`src/hdl/tsr_defines.svh`:
```
`ifndef TSR_DEFINES_SVH
`define TSR_DEFINES_SVH

// Width of each half of the captured word
`define TSR_HALF_W 32
// Width of one captured timestamp word
`define TSR_WORD_W 64
// Number of storage entries in the timestamp FIFO
`define TSR_FIFO_DEPTH 8
// Reset value of both counter halves
`define TSR_CNT_RST 32'h0000_0000
// One count of the counter halves
`define TSR_CNT_STEP 32'h0000_0001

`endif

```
`src/hdl/tsr_pkg.sv`:
```
`include "tsr_defines.svh"

package tsr_pkg;

	// One captured word: upper half first, so hi lands in bits 63:32
	typedef struct packed {
		logic [`TSR_HALF_W-1:0] hi;
		logic [`TSR_HALF_W-1:0] lo;
	} tsr_word_t;

	// State of the recorder top outside the FIFO
	typedef struct packed {
		tsr_word_t cnt;
		logic ref_q;
		logic trig_q;
		logic overflow;
	} tsr_state_t;

endpackage

```
`src/hdl/tsr_recorder.sv`:
```
`timescale 1ns/1ps
`include "tsr_defines.svh"

module tsr_fifo #(
	parameter int W = `TSR_WORD_W,
	parameter int DEPTH = `TSR_FIFO_DEPTH
) (
	input wire logic clock,
	input wire logic rstn,
	input wire logic in_valid,
	output logic in_ready,
	input wire logic [W-1:0] in_data,
	output logic out_valid,
	input wire logic out_ready,
	output logic [W-1:0] out_data
);

	localparam int PW = $clog2(DEPTH);
	localparam int CW = $clog2(DEPTH + 1);
	localparam logic [PW-1:0] LAST = PW'(DEPTH - 1);
	localparam logic [CW-1:0] FULL = CW'(DEPTH);

	typedef struct packed {
		logic [DEPTH-1:0][W-1:0] mem;
		logic [PW-1:0] wr_ptr;
		logic [PW-1:0] rd_ptr;
		logic [CW-1:0] count;
		logic ov;
		logic [W-1:0] od;
	} tsr_fifo_state_t;

	tsr_fifo_state_t s;
	tsr_fifo_state_t next_s;
	logic push;
	logic load;

	// Output stage is a register so the head word never comes through a mux
	assign out_valid = s.ov;
	assign out_data = s.od;
	// Storage full stalls the writer even when the head is being drained
	assign in_ready = (s.count != FULL);
	assign push = in_valid && in_ready;
	assign load = (!s.ov || out_ready) && (s.count != '0);

	always_comb begin
		next_s = s;
		if (push) begin
			next_s.mem[s.wr_ptr] = in_data;
			next_s.wr_ptr = (s.wr_ptr == LAST) ? '0 : PW'(s.wr_ptr + 1'b1);
		end
		if (s.ov && out_ready) begin
			next_s.ov = 1'b0;
		end
		if (load) begin
			next_s.od = s.mem[s.rd_ptr];
			next_s.ov = 1'b1;
			next_s.rd_ptr = (s.rd_ptr == LAST) ? '0 : PW'(s.rd_ptr + 1'b1);
		end
		if (push && !load) begin
			next_s.count = CW'(s.count + 1'b1);
		end else if (load && !push) begin
			next_s.count = CW'(s.count - 1'b1);
		end
	end

	always_ff @(posedge clock or negedge rstn) begin
		if (!rstn) begin
			s <= '0;
		end else begin
			s <= next_s;
		end
	end

endmodule

module tsr_recorder #(
	parameter int DEPTH = `TSR_FIFO_DEPTH
) (
	input wire logic clock,
	input wire logic rstn,
	input wire logic ts_reset,
	input wire logic sync_mode,
	input wire logic seconds_ref,
	input wire logic trigger,
	input wire logic ovf_clear,
	output logic rd_valid,
	input wire logic rd_ready,
	output logic [`TSR_WORD_W-1:0] rd_data,
	output logic overflow
);

	tsr_pkg::tsr_state_t s;
	tsr_pkg::tsr_state_t next_s;
	logic trig_rise;
	logic ref_rise;
	logic fifo_ready;
	logic [`TSR_WORD_W-1:0] capture;

	// Trigger is held for at least two clocks; the edge is found against trig_q, so one edge gives one capture
	assign trig_rise = trigger && !s.trig_q;
	assign ref_rise = seconds_ref && !s.ref_q;
	assign capture = s.cnt;
	assign overflow = s.overflow;

	always_comb begin
		next_s = s;
		next_s.trig_q = trigger;
		next_s.ref_q = seconds_ref;
		if (ts_reset) begin
			next_s.cnt.hi = `TSR_CNT_RST;
			next_s.cnt.lo = `TSR_CNT_RST;
		end else if (sync_mode) begin
			// Seconds in hi, sample position inside the second in lo
			if (ref_rise) begin
				next_s.cnt.lo = `TSR_CNT_RST;
				next_s.cnt.hi = s.cnt.hi + `TSR_CNT_STEP;
			end else begin
				next_s.cnt.lo = s.cnt.lo + `TSR_CNT_STEP;
			end
		end else begin
			next_s.cnt = `TSR_WORD_W'(s.cnt + 1'b1);
		end
		// A capture that finds the FIFO full is dropped and remembered
		if (trig_rise && !fifo_ready) begin
			next_s.overflow = 1'b1;
		end else if (ovf_clear) begin
			next_s.overflow = 1'b0;
		end
	end

	always_ff @(posedge clock or negedge rstn) begin
		if (!rstn) begin
			s <= '0;
		end else begin
			s <= next_s;
		end
	end

	// Host side drains on its own handshake, unrelated to triggering
	tsr_fifo #(
		.W(`TSR_WORD_W),
		.DEPTH(DEPTH)
	) u_fifo (
		.clock(clock),
		.rstn(rstn),
		.in_valid(trig_rise),
		.in_ready(fifo_ready),
		.in_data(capture),
		.out_valid(rd_valid),
		.out_ready(rd_ready),
		.out_data(rd_data)
	);

	property p_reset_clears;
		@(posedge clock) disable iff (!rstn)
		ts_reset |=> (s.cnt == '0);
	endproperty
	a_reset_clears: assert property (p_reset_clears)
		else $error("counter not zero after reset command");

	property p_free_advance;
		@(posedge clock) disable iff (!rstn)
		(!ts_reset && !sync_mode) |=> (s.cnt == `TSR_WORD_W'($past(s.cnt) + 1'b1));
	endproperty
	a_free_advance: assert property (p_free_advance)
		else $error("free counter did not advance by one");

	property p_no_spurious_push;
		@(posedge clock) disable iff (!rstn)
		!trig_rise |=> $stable(u_fifo.s.wr_ptr);
	endproperty
	a_no_spurious_push: assert property (p_no_spurious_push)
		else $error("storage written without a trigger edge");

	property p_push_when_room;
		@(posedge clock) disable iff (!rstn)
		(trig_rise && fifo_ready && !rd_valid && (u_fifo.s.count == '0))
			|=> ##1 (rd_valid && rd_data == $past(capture, 2));
	endproperty
	a_push_when_room: assert property (p_push_when_room)
		else $error("captured word did not reach the output");

	property p_read_hold;
		@(posedge clock) disable iff (!rstn)
		(rd_valid && !rd_ready) |=> (rd_valid && $stable(rd_data));
	endproperty
	a_read_hold: assert property (p_read_hold)
		else $error("unread head word changed or vanished");

	property p_read_next;
		@(posedge clock) disable iff (!rstn)
		(rd_valid && rd_ready && (u_fifo.s.count == '0)) |=> !rd_valid;
	endproperty
	a_read_next: assert property (p_read_next)
		else $error("popped head word still shown with storage empty");

	property p_unread_flag;
		@(posedge clock) disable iff (!rstn)
		(u_fifo.s.count != '0) |=> rd_valid;
	endproperty
	a_unread_flag: assert property (p_unread_flag)
		else $error("stored entries not flagged as unread");

	property p_sub_clear;
		@(posedge clock) disable iff (!rstn)
		(sync_mode && ref_rise && !ts_reset) |=> (s.cnt.lo == '0);
	endproperty
	a_sub_clear: assert property (p_sub_clear)
		else $error("sub-second count not cleared on reference edge");

	property p_sec_step;
		@(posedge clock) disable iff (!rstn)
		(sync_mode && ref_rise && !ts_reset)
			|=> (s.cnt.hi == `TSR_HALF_W'($past(s.cnt.hi) + 1'b1));
	endproperty
	a_sec_step: assert property (p_sec_step)
		else $error("seconds count did not step on reference edge");

	property p_sec_hold;
		@(posedge clock) disable iff (!rstn)
		(sync_mode && !ref_rise && !ts_reset)
			|=> (s.cnt.hi == $past(s.cnt.hi))
			&& (s.cnt.lo == `TSR_HALF_W'($past(s.cnt.lo) + 1'b1));
	endproperty
	a_sec_hold: assert property (p_sec_hold)
		else $error("synced halves did not behave as separate parts");

	property p_no_carry_sync;
		@(posedge clock) disable iff (!rstn)
		(sync_mode && !ts_reset && !ref_rise && (s.cnt.lo == '1))
			|=> (s.cnt.lo == '0) && $stable(s.cnt.hi);
	endproperty
	a_no_carry_sync: assert property (p_no_carry_sync)
		else $error("sub-second wrap carried into seconds");

	property p_layout;
		@(posedge clock) disable iff (!rstn)
		(trig_rise && fifo_ready)
			|=> (u_fifo.s.mem[$past(u_fifo.s.wr_ptr)] == {$past(s.cnt.hi), $past(s.cnt.lo)});
	endproperty
	a_layout: assert property (p_layout)
		else $error("seconds not in upper half of captured word");

	property p_overflow_set;
		@(posedge clock) disable iff (!rstn)
		(trig_rise && !fifo_ready) |=> overflow;
	endproperty
	a_overflow_set: assert property (p_overflow_set)
		else $error("overflow not flagged on full capture");

	property p_overflow_sticky;
		@(posedge clock) disable iff (!rstn)
		(overflow && !ovf_clear) |=> overflow;
	endproperty
	a_overflow_sticky: assert property (p_overflow_sticky)
		else $error("overflow dropped without clear");

	property p_ovf_clear;
		@(posedge clock) disable iff (!rstn)
		(ovf_clear && !(trig_rise && !fifo_ready)) |=> !overflow;
	endproperty
	a_ovf_clear: assert property (p_ovf_clear)
		else $error("overflow not cleared by clear request");

	property p_cov_capture;
		@(posedge clock) disable iff (!rstn)
		trig_rise && fifo_ready;
	endproperty
	c_cov_capture: cover property (p_cov_capture);

	property p_cov_overflow;
		@(posedge clock) disable iff (!rstn)
		trig_rise && !fifo_ready;
	endproperty
	c_cov_overflow: cover property (p_cov_overflow);

	property p_cov_second;
		@(posedge clock) disable iff (!rstn)
		sync_mode && ref_rise ##1 trig_rise;
	endproperty
	c_cov_second: cover property (p_cov_second);

	property p_cov_read;
		@(posedge clock) disable iff (!rstn)
		rd_valid && rd_ready && trig_rise;
	endproperty
	c_cov_read: cover property (p_cov_read);

	property p_cov_reset_capture;
		@(posedge clock) disable iff (!rstn)
		trig_rise && ts_reset;
	endproperty
	c_cov_reset_capture: cover property (p_cov_reset_capture);

endmodule

```
`config.mk`:
```
export PLATFORM = sky130hd
export DESIGN_NAME = tsr_recorder
export DESIGN_NICKNAME = d
export VERILOG_FILES = /design/src/hdl/tsr_pkg.sv /design/src/hdl/tsr_recorder.sv
export VERILOG_INCLUDE_DIRS = /design/src /design/src/hdl
export SDC_FILE = /design/constraint.sdc
export NUM_CORES = 1
export LEC_CHECK = 0
export BUFFER_PORTS_ARGS = -buffer_cell sky130_fd_sc_hd__clkbuf_2
export CAP_MARGIN = 20
export CELL_PAD_IN_SITES_DETAIL_PLACEMENT = 0
export CELL_PAD_IN_SITES_GLOBAL_PLACEMENT = 2
export CORE_ASPECT_RATIO = 1.2
export CORE_MARGIN = 1.5
export CORE_UTILIZATION = 49
export DETAILED_ROUTE_END_ITERATION = 8
export PLACE_DENSITY_LB_ADDON = 0.1
export SLEW_MARGIN = 40
export SYNTH_ARGS = -nofsm -noshare
export SYNTH_HDL_FRONTEND = slang
export SYNTH_SLANG_ARGS = --single-unit
```
`constraint.sdc`:
```
create_clock -name clock -period 4.3 [get_ports clock]
set_clock_uncertainty 0.1 [all_clocks]
set_input_delay 0.43 -clock clock [delete_from_list [all_inputs] [get_ports clock]]
set_output_delay 0.43 -clock clock [all_outputs]
set_load 0.03 [all_outputs]
```
==> qor.yml <==
status: "complete, no violations"
whs_ps: 142
required_ps: 4710
cts.repair.resized: 0
p_sw_share_pct: 30.5
synth_edf_count: 0
fp.dieH_um: 271
slew_headroom_pct: 43.0
clock_sinks: 654
rsz0062_at_grt: "no"
grt_remaining_overflow: 0
vias: 16200
p_leak_nw: 15.4
start_util_pct: 49.4
final_layout_size_suffix_gt1_share_pct: 41.1
whs_path_depth: 2
path_clk_slew_ps: 60
async_flop_share_pct: 100
clock-root-buffer: "clkbuf_16"
syn_avg_cell_area_um2: 14.2
final_cell_mix: "651 x dfrtp_1, 488 x mux2_2, 138 x nor2_1"
diodes: 0
fin_nets: 2043
yosys_warnings: 0
ctsHoldBuffers: 5
cp-start-kind: "register"
core_area_um2: 59500
setup_viol: 0
clkPwrFrac_pct: 35.3
post-cts-setup-buffers: 0
synthFlopType: "dfrtp_1"
routedWlPerCell_um: 21.8
grtUsageTotal_pct: 21.5
fin_ws_ps: 1350
viasPerCell: 5.62
tightest_slew_ps: 855
pre_cts_ws_ps: 1360
p_int_w: 0.0116
port_buffers: 73
power_density_nw_per_um2: 516
crit_path_end_kind: "register"
synthCells: 2073
slew_viol_final: 0
combPwrFrac_pct: 22.0
cp_max_fo: 12
cts-buffers-inserted: 70
hold_violations: 0
power.switching_w: 0.00511
ir_drop_v: 0.000355
antenna_found_initial: 1
reg2reg_depth: 6
synth_seq_cells: 654
dieArea_um2: 61500
fmax_ghz: 0.338
grt_pass1_vias: 17500
syn_to_final_growth_pct: 10.5
critPathKind: "register to register"
routed_wl_um: 62600
ant_nets: 0
drtPass1Iterations: 4
drt_iter0_drc: 775
cts_max_level: 3
cts_buffer_depth: 3
synth_nets: 2091
drc: 0
cts_tree: "done"
die_x_um: 227
pwr-share-seq_pct: 42.7
min_path_type: "input pin to register"
synth_cell_types: 50
period_needed_ps: 2950
critPathArrivalTime_ps: 3370
place_congestion: 0.738
setup_tns_ps: 0
io_pins: 74
fp-row-count: 98
ys_seq_area_share_pct: 55.7
grt_first_pass_wirelength_um: 102000
synth.cell_area_um2: 29400
fin_crit_sh_pct: 68.7
grt_max_degree: 89
clock_latency_ps: 600
final_common_cell: "dfrtp_1"
fill_cells: 4907
max-cap-violations: 0
hpwl_um: 36200
## metrics by stage
| stage | power [W] | util (%) | cell area, um^2 | instances |
|---|---|---|---|---|
| finish | 0.0168 | 54.6 | 32500 | 2874 |
| global route | 0.0176 | 54.6 | 32500 | 2874 |
| CTS | 0.0170 | 54.6 | 32500 | 2874 |
| detailed placement | 0.0110 | 50.8 | 30200 | 2748 |
| global placement | 0.0110 | 50.6 | 30100 | 2745 |
| floorplan | 0.0101 | - | 29400 | 2073 |
## layout make-up
type / instances / area (um^2) / area share, %
flip-flops and latches: 654 / 16400 / 50.4
clock inverters: 13 / 136 / 0.420
inverters: 13 / 48.8 / 0.150
multi-input cells: 1164 / 11900 / 36.5
clock buffers: 108 / 2110 / 6.49
well taps: 800 / 1000 / 3.08
repair buffers: 122 / 966 / 2.97
## registers in the layout (all words and copies together), names as in the netlist
register and count:
s 2, u_fifo.s 522, u_fifo.out_valid 1, capture 64
overflow 1, u_fifo.out_data 64
## synthesized netlist by cell type (all sizes together) (2+ instances only)
| cell | n | area, um^2 |
|---|---|---|
| ha | 9 | 113 |
| nand3 | 23 | 133 |
| and3 | 4 | 25.0 |
| or3 | 5 | 31.3 |
| nand2b | 4 | 25.0 |
| and2 | 2 | 12.5 |
| mux4 | 128 | 2880 |
| a21oi | 72 | 364 |
| buf | 122 | 751 |
| nor2 | 139 | 522 |
| clkbuf | 120 | 450 |
| o21a | 2 | 15.0 |
| o41ai | 2 | 17.5 |
| dfrtp | 654 | 16400 |
| a31oi | 2 | 12.5 |
| mux2i | 65 | 651 |
| nor3 | 14 | 80.1 |
| nand2 | 55 | 206 |
| xnor2 | 43 | 377 |
| inv | 13 | 48.8 |
| nand4 | 17 | 106 |
| mux2 | 498 | 5610 |
| nor4 | 19 | 168 |
| o21ai | 27 | 135 |
| xor2 | 18 | 158 |
## path summary, 6_finish.rpt
kind | startpoint | to | slack, ps
worst max-delay path | capture[17] | capture[50] | 1350
worst min-delay path | sync_mode | capture[33] | 140
worst max register to register | capture[17] | capture[50] | 1350
worst min register to register | u_fifo.s[399] | u_fifo.s[399] | 380
max in group asynchronous | rstn | u_fifo.s[210] | 2530
min in group asynchronous | rstn | u_fifo.out_data[43] | 220
## per-layer routing
metal  global-route usage, %  routed length, um
met1                    29.2              28000
met2                    35.9              31400
met3                    3.26               1750
met4                    6.23               1440
met5                       0                 13
## kinds of logic (layout without fill, tap and decap cells)
logic type | Yosys count | after routing | synth area share (%)
buffers and inverters | 255 | 256 | 4.25
AND/OR/NAND/NOR | 291 | 291 | 4.72
adder cells (fa/ha/maj) | 10 | 10 | 0.451
multiplexers | 691 | 691 | 31.1
XOR/XNOR | 61 | 61 | 1.82
flip-flops | 654 | 654 | 55.7
AO/OA/AOI/OAI | 111 | 111 | 2.02
## power by group through the flow
stage	sequential (W)	combinational [W]	clock [W]
6_report	0.00716	0.00368	0.00591
5_1_grt	0.00725	0.00398	0.00637
4_1_cts	0.00717	0.00377	0.00610
3_5_place_dp	0.00728	0.00377	0
3_3_place_gp	0.00736	0.00360	0
2_1_floorplan	0.00694	0.00315	0
## worst max-delay path, stage by stage (launching register included)
cell and delay, ps:
dfrtp_1 570, nand4_1 230, nor4_1 640, nand4_1 370, o21a_1 310, or4b_1 470, a21oi_1 190
No activity file was read; power rests on OpenSTA's default activity.
